--- config.mk ---
export PLATFORM = sky130hd
export DESIGN_NAME = adc_host_conversion_interface
export DESIGN_NICKNAME = d
export VERILOG_FILES = /design/src/hw/adc_conv_pkg.sv /design/src/hw/ser_link_if.sv /design/src/hw/pin_sync.sv /design/src/hw/ser_word_shifter.sv /design/src/hw/adc_host_conversion_interface.sv
export SDC_FILE = /design/constraint.sdc
export NUM_CORES = 1
export LEC_CHECK = 0
export BUFFER_PORTS_ARGS = -buffer_cell sky130_fd_sc_hd__buf_2
export CAP_MARGIN = 5
export CORE_MARGIN = 2
export CORE_UTILIZATION = 45
export DETAILED_ROUTE_END_ITERATION = 16
export GPL_TIMING_DRIVEN = 0
export PLACE_DENSITY = 0.63
export SLEW_MARGIN = 20
export SYNTH_ARGS = -nofsm -noshare
export SYNTH_HDL_FRONTEND = slang
export SYNTH_SLANG_ARGS = --single-unit
--- constraint.sdc ---
create_clock -name sys_clk_i -period 2.7 [get_ports sys_clk_i]
set_clock_uncertainty 0.1 [all_clocks]
set_input_delay 0.54 -clock sys_clk_i [delete_from_list [all_inputs] [get_ports sys_clk_i]]
set_output_delay 0.54 -clock sys_clk_i [all_outputs]
set_load 0.05 [all_outputs]
--- src/hw/adc_conv_pkg.sv ---
// ----------------------------------------------------------------------------
// constants shared by the converter interface logic
// ----------------------------------------------------------------------------
// assumes a 100 MHz system clock that also serves as the converter master clock
// source; all counts below are in system clock cycles or master clock edges
package adc_conv_pkg;

   // ----------------------------------------------------------------------------
   // widths and word layout
   // ----------------------------------------------------------------------------
   localparam int RESULT_W = 14;
   localparam int SER_W = 16;
   localparam int LEAD_ZEROS = 2;
   localparam int LO_BYTE_W = 8;
   localparam int HI_BYTE_W = 6;
   localparam int SYNC_STAGES = 3;
   localparam int BIT_CNT_W = 5;

   // ----------------------------------------------------------------------------
   // timing
   // ----------------------------------------------------------------------------
   localparam int CLK_PERIOD_NS = 10;
   localparam int LATE_START_NS = 30;
   // longest time: rounds down
   localparam int LATE_START_CYC = (LATE_START_NS / CLK_PERIOD_NS < 1) ? 1 :
                                   LATE_START_NS / CLK_PERIOD_NS;
   localparam int CONV_RISES_SHORT = 19;
   localparam int CONV_RISES_LONG = 20;
   localparam int MCLK_DIV_DEFAULT = 8;

   // ----------------------------------------------------------------------------
   // reset values
   // ----------------------------------------------------------------------------
   localparam logic BUSY_N_RESET = 1'b1;
   localparam logic SCLK_RESET = 1'b0;
   localparam logic [RESULT_W-1:0] RESULT_RESET = 14'h0000;

   // ----------------------------------------------------------------------------
   // conversion states
   // ----------------------------------------------------------------------------
   typedef enum logic [1:0] {
      CONV_IDLE = 2'b01,
      CONV_BUSY = 2'b10
   } conv_state_t;

endpackage

--- src/hw/ser_link_if.sv ---
// ----------------------------------------------------------------------------
// carrier between the conversion control and the serial word shifter
// ----------------------------------------------------------------------------
// assumes both ends run on the system clock with the same clock enable
`timescale 1ns/1ps
interface ser_link_if;
   logic mclk_rise;
   logic mclk_fall;
   logic load;
   logic [adc_conv_pkg::RESULT_W-1:0] word;
   logic ser_data_out;
   logic sending;

   modport ctrl (
      output mclk_rise,
      output mclk_fall,
      output load,
      output word,
      input ser_data_out,
      input sending
   );
   modport shifter (
      input mclk_rise,
      input mclk_fall,
      input load,
      input word,
      output ser_data_out,
      output sending
   );
endinterface

--- src/hw/pin_sync.sv ---
// ----------------------------------------------------------------------------
// three-stage input synchroniser with agreement filter
// ----------------------------------------------------------------------------
// assumes inputs are asynchronous pins; a change is accepted once the second
// and third stages agree
`timescale 1ns/1ps
module pin_sync #(
   parameter int W = 1,
   parameter logic [W-1:0] INIT = '1
) (
   // clock and reset
   input wire logic clk_i,
   input wire logic resetn_i,
   input wire logic ce_i,
   // pins
   input wire logic [W-1:0] async_i,
   output logic [W-1:0] sync_o
);
   if (W < 1) begin : g_bad_w
      $error("pin_sync: W must be at least 1");
   end

   genvar g;
   generate
      for (g = 0; g < W; g++) begin : g_bit
         logic s1_r, s2_r, s3_r, out_r, out_nxt;
         always_comb begin
            out_nxt = (s2_r == s3_r) ? s3_r : out_r;
         end
         // s1_r feeds s2_r only
         always_ff @(posedge clk_i or negedge resetn_i) begin
            if (!resetn_i) begin
               s1_r <= INIT[g];
               s2_r <= INIT[g];
               s3_r <= INIT[g];
               out_r <= INIT[g];
            end else if (ce_i) begin
               s1_r <= async_i[g];
               s2_r <= s1_r;
               s3_r <= s2_r;
               out_r <= out_nxt;
            end
         end
         assign sync_o[g] = out_r;
      end
   endgenerate
endmodule // pin_sync

--- src/hw/ser_word_shifter.sv ---
// ----------------------------------------------------------------------------
// serial result shifter: two leading zeros then the result, msb first
// ----------------------------------------------------------------------------
// assumes master clock edge pulses from the control block, one cycle each
`timescale 1ns/1ps
module ser_word_shifter (
   // clock and reset
   input wire logic sys_clk_i,
   input wire logic resetn_i,
   input wire logic ce_i,
   // link to control
   ser_link_if.shifter link
);
   logic [adc_conv_pkg::SER_W-1:0] shreg_r, shreg_nxt;
   logic [adc_conv_pkg::BIT_CNT_W-1:0] falls_r, falls_nxt;
   logic sending_r, sending_nxt;

   always_comb begin
      shreg_nxt = shreg_r;
      falls_nxt = falls_r;
      sending_nxt = sending_r;
      if (link.load) begin
         shreg_nxt = {{adc_conv_pkg::LEAD_ZEROS{1'b0}}, link.word};
         falls_nxt = '0;
         sending_nxt = 1'b1;
      end else if (sending_r) begin
         if (link.mclk_fall) begin
            falls_nxt = falls_r + 1'b1;
            if (falls_r == 5'(adc_conv_pkg::SER_W - 1)) begin
               sending_nxt = 1'b0;
            end
         end
         if (link.mclk_rise && falls_r != '0) begin
            shreg_nxt = {shreg_r[adc_conv_pkg::SER_W-2:0], 1'b0};
         end
      end
   end

   always_ff @(posedge sys_clk_i or negedge resetn_i) begin
      if (!resetn_i) begin
         shreg_r <= '0;
         falls_r <= '0;
         sending_r <= 1'b0;
      end else if (ce_i) begin
         shreg_r <= shreg_nxt;
         falls_r <= falls_nxt;
         sending_r <= sending_nxt;
      end
   end

   assign link.ser_data_out = shreg_r[adc_conv_pkg::SER_W-1];
   assign link.sending = sending_r;
endmodule // ser_word_shifter

--- src/hw/adc_host_conversion_interface.sv ---
// ----------------------------------------------------------------------------
// converter digital interface: start, busy, parallel/byte read, serial output
// ----------------------------------------------------------------------------
// assumes control pins are asynchronous and the sample input is stable on the
// system clock; the master clock is the system clock divided by MCLK_DIV
`timescale 1ns/1ps
module adc_host_conversion_interface #(
   parameter int MCLK_DIV = adc_conv_pkg::MCLK_DIV_DEFAULT
) (
   // clock, reset, enable
   input wire logic sys_clk_i,
   input wire logic resetn_i,
   input wire logic ce_i,
   // host control pins
   input wire logic cs_n_i,
   input wire logic rd_n_i,
   input wire logic timer_start_n_i,
   input wire logic high_byte_select_i,
   // configuration pins
   input wire logic fmt_parallel14_i,
   input wire logic sclk_continuous_i,
   // sample from the analog front end
   input wire logic [adc_conv_pkg::RESULT_W-1:0] sample_i,
   // status and hold
   output logic busy_n_o,
   output logic hold_o,
   // parallel data
   output logic [adc_conv_pkg::RESULT_W-1:0] db_o,
   output logic db_oe_o,
   // serial pins
   output logic ser_clk_o,
   output logic ser_clk_oe_o,
   output logic ser_data_out_o,
   output logic ser_data_out_oe_o,
   output logic ser_frame_n_o,
   output logic ser_frame_n_oe_o
);
   localparam int DIV_W = $clog2(MCLK_DIV);
   localparam logic [DIV_W-1:0] DIV_LAST = DIV_W'(MCLK_DIV - 1);
   localparam logic [DIV_W-1:0] DIV_HALF = DIV_W'(MCLK_DIV / 2 - 1);
   localparam logic [DIV_W-1:0] LATE_CYC = DIV_W'(adc_conv_pkg::LATE_START_CYC);

   if (MCLK_DIV < 4 || (MCLK_DIV % 2) != 0) begin : g_bad_div
      $error("MCLK_DIV must be even and >= 4");
   end
   if (MCLK_DIV <= adc_conv_pkg::LATE_START_CYC) begin : g_bad_late
      $error("MCLK_DIV too small for late window");
   end

   // ----------------------------------------------------------------------------
   // pin synchronisers
   // ----------------------------------------------------------------------------
   logic [5:0] pins_s;
   logic cs_s, rd_s, ts_s, hbs_s, fmt14_s, cont_s;

   pin_sync #(.W(6), .INIT(6'h0F)) u_pin_sync (
      .clk_i(sys_clk_i),
      .resetn_i(resetn_i),
      .ce_i(ce_i),
      .async_i({fmt_parallel14_i, sclk_continuous_i, high_byte_select_i,
                timer_start_n_i, rd_n_i, cs_n_i}),
      .sync_o(pins_s)
   );
   assign cs_s = pins_s[0];
   assign rd_s = pins_s[1];
   assign ts_s = pins_s[2];
   assign hbs_s = pins_s[3];
   assign cont_s = pins_s[4];
   assign fmt14_s = pins_s[5];

   // ----------------------------------------------------------------------------
   // master clock divider, also the serial clock
   // ----------------------------------------------------------------------------
   logic [DIV_W-1:0] div_r, div_nxt;
   logic sclk_r, sclk_nxt;
   logic mclk_rise, mclk_fall;

   assign mclk_rise = (div_r == DIV_LAST);
   assign mclk_fall = (div_r == DIV_HALF);

   always_comb begin
      div_nxt = mclk_rise ? '0 : div_r + 1'b1;
      sclk_nxt = sclk_r;
      if (mclk_rise) begin
         sclk_nxt = 1'b1;
      end else if (mclk_fall) begin
         sclk_nxt = 1'b0;
      end
   end

   always_ff @(posedge sys_clk_i or negedge resetn_i) begin
      if (!resetn_i) begin
         div_r <= '0;
         sclk_r <= adc_conv_pkg::SCLK_RESET;
      end else if (ce_i) begin
         div_r <= div_nxt;
         sclk_r <= sclk_nxt;
      end
   end

   // ----------------------------------------------------------------------------
   // conversion control
   // ----------------------------------------------------------------------------
   adc_conv_pkg::conv_state_t state_r, state_nxt;
   logic [adc_conv_pkg::BIT_CNT_W-1:0] rises_left_r, rises_left_nxt;
   logic [adc_conv_pkg::RESULT_W-1:0] result_r, result_nxt;
   logic cs_prev_r, ts_prev_r, rdact_prev_r;
   logic proc_mode_r, proc_mode_nxt;
   logic int_r, int_nxt;
   logic converting, start_proc, start_timer, start, read_act, read_edge, conv_done;
   logic late_start;

   assign converting = (state_r == adc_conv_pkg::CONV_BUSY);
   assign read_act = !cs_s && !rd_s;
   assign read_edge = read_act && !rdact_prev_r;
   assign start_proc = !converting && !ts_s && cs_prev_r && !cs_s && !hbs_s;
   // timer start edge, same serial path
   assign start_timer = !converting && ts_s && !ts_prev_r;
   assign start = start_proc || start_timer;
   assign conv_done = converting && mclk_rise && rises_left_r == 5'd1;
   // late start adds a rising edge
   assign late_start = (DIV_LAST - div_r) < LATE_CYC;

   always_comb begin
      state_nxt = state_r;
      rises_left_nxt = rises_left_r;
      result_nxt = result_r;
      proc_mode_nxt = proc_mode_r;
      int_nxt = int_r;
      unique case (state_r)
         adc_conv_pkg::CONV_IDLE: begin
            if (start) begin
               state_nxt = adc_conv_pkg::CONV_BUSY;
               result_nxt = sample_i;
               proc_mode_nxt = start_proc;
               rises_left_nxt = late_start ? 5'(adc_conv_pkg::CONV_RISES_LONG) :
                                             5'(adc_conv_pkg::CONV_RISES_SHORT);
            end
         end
         adc_conv_pkg::CONV_BUSY: begin
            if (mclk_rise) begin
               rises_left_nxt = rises_left_r - 1'b1;
            end
            if (conv_done) begin
               state_nxt = adc_conv_pkg::CONV_IDLE;
            end
         end
         default: begin
            state_nxt = adc_conv_pkg::CONV_IDLE;
         end
      endcase
      // timer mode end flag: a new end beats a read clear in the same cycle
      if (read_edge) begin
         int_nxt = 1'b0;
      end
      if (conv_done && !proc_mode_r) begin
         int_nxt = 1'b1;
      end
   end

   always_ff @(posedge sys_clk_i or negedge resetn_i) begin
      if (!resetn_i) begin
         state_r <= adc_conv_pkg::CONV_IDLE;
         rises_left_r <= '0;
         result_r <= adc_conv_pkg::RESULT_RESET;
         proc_mode_r <= 1'b1;
         int_r <= 1'b0;
         cs_prev_r <= 1'b1;
         ts_prev_r <= 1'b1;
         rdact_prev_r <= 1'b0;
      end else if (ce_i) begin
         state_r <= state_nxt;
         rises_left_r <= rises_left_nxt;
         result_r <= result_nxt;
         proc_mode_r <= proc_mode_nxt;
         int_r <= int_nxt;
         cs_prev_r <= cs_s;
         ts_prev_r <= ts_s;
         rdact_prev_r <= read_act;
      end
   end

   assign busy_n_o = proc_mode_r ? !converting : !int_r;
   assign hold_o = converting;

   // ----------------------------------------------------------------------------
   // parallel and byte read path
   // ----------------------------------------------------------------------------
   logic [adc_conv_pkg::RESULT_W-1:0] db_r, db_nxt;

   always_comb begin
      if (fmt14_s) begin
         db_nxt = result_r;
      end else if (hbs_s) begin
         db_nxt = {{(adc_conv_pkg::RESULT_W - adc_conv_pkg::HI_BYTE_W){1'b0}},
                   result_r[adc_conv_pkg::RESULT_W-1:adc_conv_pkg::LO_BYTE_W]};
      end else begin
         db_nxt = {{(adc_conv_pkg::RESULT_W - adc_conv_pkg::LO_BYTE_W){1'b0}},
                   result_r[adc_conv_pkg::LO_BYTE_W-1:0]};
      end
   end

   always_ff @(posedge sys_clk_i or negedge resetn_i) begin
      if (!resetn_i) begin
         db_r <= '0;
      end else if (ce_i) begin
         db_r <= db_nxt;
      end
   end

   assign db_o = db_r;
   // drive only during read; a read held over busy sees the new result
   assign db_oe_o = read_act;

   // ----------------------------------------------------------------------------
   // serial output
   // ----------------------------------------------------------------------------
   ser_link_if link ();
   logic serial_en;

   assign link.mclk_rise = mclk_rise;
   assign link.mclk_fall = mclk_fall;
   assign link.load = start;
   assign link.word = sample_i;

   ser_word_shifter u_shifter (
      .sys_clk_i(sys_clk_i),
      .resetn_i(resetn_i),
      .ce_i(ce_i),
      .link(link)
   );

   assign serial_en = !fmt14_s;
   assign ser_clk_oe_o = serial_en && (cont_s || converting);
   assign ser_clk_o = sclk_r;
   assign ser_data_out_o = link.ser_data_out;
   assign ser_data_out_oe_o = serial_en && converting;
   assign ser_frame_n_o = !link.sending;
   assign ser_frame_n_oe_o = serial_en;

   // ----------------------------------------------------------------------------
   // checks
   // ----------------------------------------------------------------------------
   logic [adc_conv_pkg::BIT_CNT_W-1:0] rise_seen_r;

   always_ff @(posedge sys_clk_i or negedge resetn_i) begin
      if (!resetn_i) begin
         rise_seen_r <= '0;
      end else if (ce_i) begin
         if (start) begin
            rise_seen_r <= '0;
         end else if (converting && mclk_rise) begin
            rise_seen_r <= rise_seen_r + 1'b1;
         end
      end
   end
endmodule // adc_host_conversion_interface

==> impl_metrics.tcl <==
set metrics [dict create \
    grt.overflow.total 0 \
    ir_drop_uv 380 \
    syn_area_sq_um 4060 \
    switching_share 0.398 \
    timing.final.crit_share 0.944 \
    dp_slack_ps 94.4 \
    vias 2934 \
    drtPass1Iterations 4 \
    crit_type "reg -> out" \
    finalSetupViolCount 0 \
    cts.sinks 90 \
    htreeDepth 3 \
    numCtsBuffers 9 \
    place.gp.congestion 0.808 \
    wl_per_cell_um 16.4 \
    rows 34 \
    synth-edff-count 0 \
    clk_pin_slew_ps 90 \
    grt_pass1_wl_um 15100 \
    slew_viol_final 0 \
    synth_nets 402 \
    antenna_found_initial 0 \
    rsz0062_at_grt "no" \
    dieArea_sq_um 9800 \
    worst-path-max-fanout 12 \
    cts_setup_buffers 0 \
    die_h_um 99.0 \
    cts_root_buffer "clkbuf_8" \
    relSlewSlack 0.548 \
    synthCells 371 \
    drive_gt1_frac 0.278 \
    drtAntennaViolNets 0 \
    grt_pass1_vias 2866 \
    synthTopCellsByArea "dfrtp_1 (43%), dfstp_2 (13%), mux2_2 (6.7%), nand3_1 (4.6%), inv_1 (3.8%)" \
    cp.arrival_ps 1910 \
    status "complete, no violations" \
    avgSynthCellArea_sq_um 11.0 \
    dp_hpwl_um 6320 \
    power.switching_mw 2.03 \
    grt_max_degree 68 \
    clock.fmax_mhz 392 \
    setup_ws_ps 152 \
    startpoint_type "flip-flop" \
    internal-power_mw 3.07 \
    synth_seq_cells 90 \
    worst_pin_slew_ps 672 \
    ioPinCount 46 \
    area_growth_pct 15.0 \
    synthArstFlopShare 1.00 \
    holdCritPathClass "in -> reg" \
    nNetsFinal 458 \
    routed_wl_um 8860 \
    io_buffers 44 \
    num_antenna_cells 0 \
    cts_tree "done" \
    synth.yosys.seq_area_share 0.561 \
    crit_required_ps 2060 \
    setup_tns_ps 0 \
    route.detailed.drc 0 \
    initial_core_util 0.466 \
    yosys_warnings 0 \
    share_comb_of_total_power 0.376 \
    power_frac_clock 0.186 \
    clockBufferDepth 2 \
    via_per_inst 5.43 \
    powerDensity_nw_per_um2 1090 \
    yosys.area.top_type "dfrtp_1" \
    endpoint_kind "output port" \
    period_needed_ps 2550 \
    synth_ff_type "dfrtp_1" \
    die_x_um 99.0 \
    cap_violations 0 \
    hold_violations 0 \
    drt-initial-drc-count 130 \
    core-area_sq_um 8720 \
    clk_latency_ps 360 \
    p_leak_nw 2.12 \
    synth_cell_types 43 \
    netlist.area_leader.share 0.431 \
    sequentialPowerShare 0.438 \
    globalRouteTotalUtil 0.194 \
]
-- critical path, stage by stage (launching register included) --
cell and delay (ps):
dfstp_2 570, nand2b_2 220, inv_1 250, mux2i_2 220, buf_2 290
-- Yosys cell counts, types with 3 or more instances --
cell type  count
nand2b_1       3
dfrtp_1       70
mux2_4         6
ha_1           8
clkbuf_1      11
nor2_1        16
o21a_1         3
o211ai_1      14
dfstp_2       20
o21ai_0       29
nand2_1       15
buf_1          6
nand3_1       37
mux2i_1       10
nor3_1         3
mux2_2        24
a21oi_1       17
o22ai_1        3
a32o_1         3
inv_1         41
-- flip-flops by register name (all words and copies together) (netlist names), 2 cells and up --
signal and count:
result_r 14, u_pin_sync.g_bit.s3_r 6, u_shifter.falls_r 5, u_pin_sync.g_bit.s2_r 6
state_r 2, div_r 3, u_pin_sync.g_bit.s1_r 6, u_shifter.shreg_r 16
u_pin_sync.g_bit.out_r 6, rises_left_r 5, db_o 14
-- placed cells by master (no fill, tap or decap), types with 2 or more instances in the layout --
master      Yosys  layout
nand3_1        37      37
mux2_2         24      24
nand2b_1        3       2
mux2i_1        10       9
nor3_1          3       3
o22ai_1         3       3
clkbuf_8        0      10
buf_1           6       6
o21a_1          3       3
dfrtp_1        70      70
a21o_1          2       2
o211ai_1       14      14
nand4b_1        2       2
buf_6           2       3
o2bb2ai_1       2       2
mux2_4          6       6
a21oi_1        17      17
clkinvlp_4      0       2
nand2_1        15      15
ha_1            8       8
nand3b_1        2       2
nand4_1         2       2
clkbuf_1       11      11
and3_1          2       2
o41ai_1         2       2
dfstp_2        20      20
nor2_1         16      15
a32o_1          3       3
o21ai_0        29      29
buf_2           2      45
inv_1          41      41
-- stage by stage --
stage / total power [mW] / instances / cell area, sq um / utilization / hold WS, ps
2_1_floorplan: 3.67 / 371 / 4070 / - / 144
3_3_place_gp: 4.11 / 523 / 4420 / 0.507 / 369
3_5_place_dp: 4.18 / 524 / 4460 / 0.511 / 314
4_1_cts: 5.14 / 540 / 4670 / 0.536 / 301
5_1_grt: 5.45 / 540 / 4670 / 0.536 / 304
6_report: 5.10 / 540 / 4670 / 0.536 / 315
-- final timing paths --
path	endpoint	startpoint	depth (start not counted)	slack, ps
worst max-delay path	busy_n_o	state_r[0]	4	150
worst min-delay path	u_pin_sync.g_bit[0].s1_r	cs_n_i	2	310
worst max register to register	u_shifter.shreg_r[11]	state_r[0]	7	290
worst min register to register	u_pin_sync.g_bit[2].s3_r	u_pin_sync.g_bit[2].s3_r	2	390
max in group asynchronous	u_pin_sync.g_bit[1].s3_r	resetn_i	3	1380
min in group asynchronous	rises_left_r[1]	resetn_i	2	490
-- power by group through the flow --
stage,registers (mW),clock network (mW),logic [mW]
after detailed placement,2.26,0,1.93
after global routing,2.31,1.03,2.11
after floorplan,2.54,0,1.13
after global placement,2.24,0,1.87
after CTS,2.23,0.966,1.94
final,2.23,0.950,1.92
-- final cells by class --
| type | count | area [sq um] |
|---|---|---|
| fillers | 796 | 4050 |
| clock inverters | 5 | 62.6 |
| plain buffers | 20 | 92.6 |
| multi-input cells | 219 | 1540 |
| flip-flops and latches | 90 | 2280 |
| repair buffers | 46 | 264 |
| inverters | 41 | 154 |
| well taps | 108 | 135 |
| clock buffers | 11 | 141 |
-- per-layer routing --
| metal | up-vias | track usage | wire, um |
|---|---|---|---|
| met5 | - | 0 | 0 |
| met4 | 0 | 0.0653 | 166 |
| met3 | 16 | 0.0404 | 345 |
| met2 | 55 | 0.288 | 4060 |
| met1 | 1456 | 0.285 | 4280 |
| li1 | 1407 | - | - |
-- repair_timing --
item | in CTS | in global routing
hold buffers | 1 | 0
hold endpoints to repair | 23 | 0
gates resized for setup | 1 | 0
setup endpoints to repair | 2 | 0
-- cells by family (layout without fill, tap and decap cells) --
| family | after synthesis | after routing | share of synthesized area |
|---|---|---|---|
| flops | 90 | 90 | 0.561 |
| fa+ha+maj | 8 | 8 | 0.0246 |
| mux | 40 | 40 | 0.113 |
| simple gates | 87 | 87 | 0.107 |
| buf+inv | 62 | 123 | 0.0616 |
| compound gates | 84 | 84 | 0.133 |
Note: power is estimated with default switching activity, not from simulation.
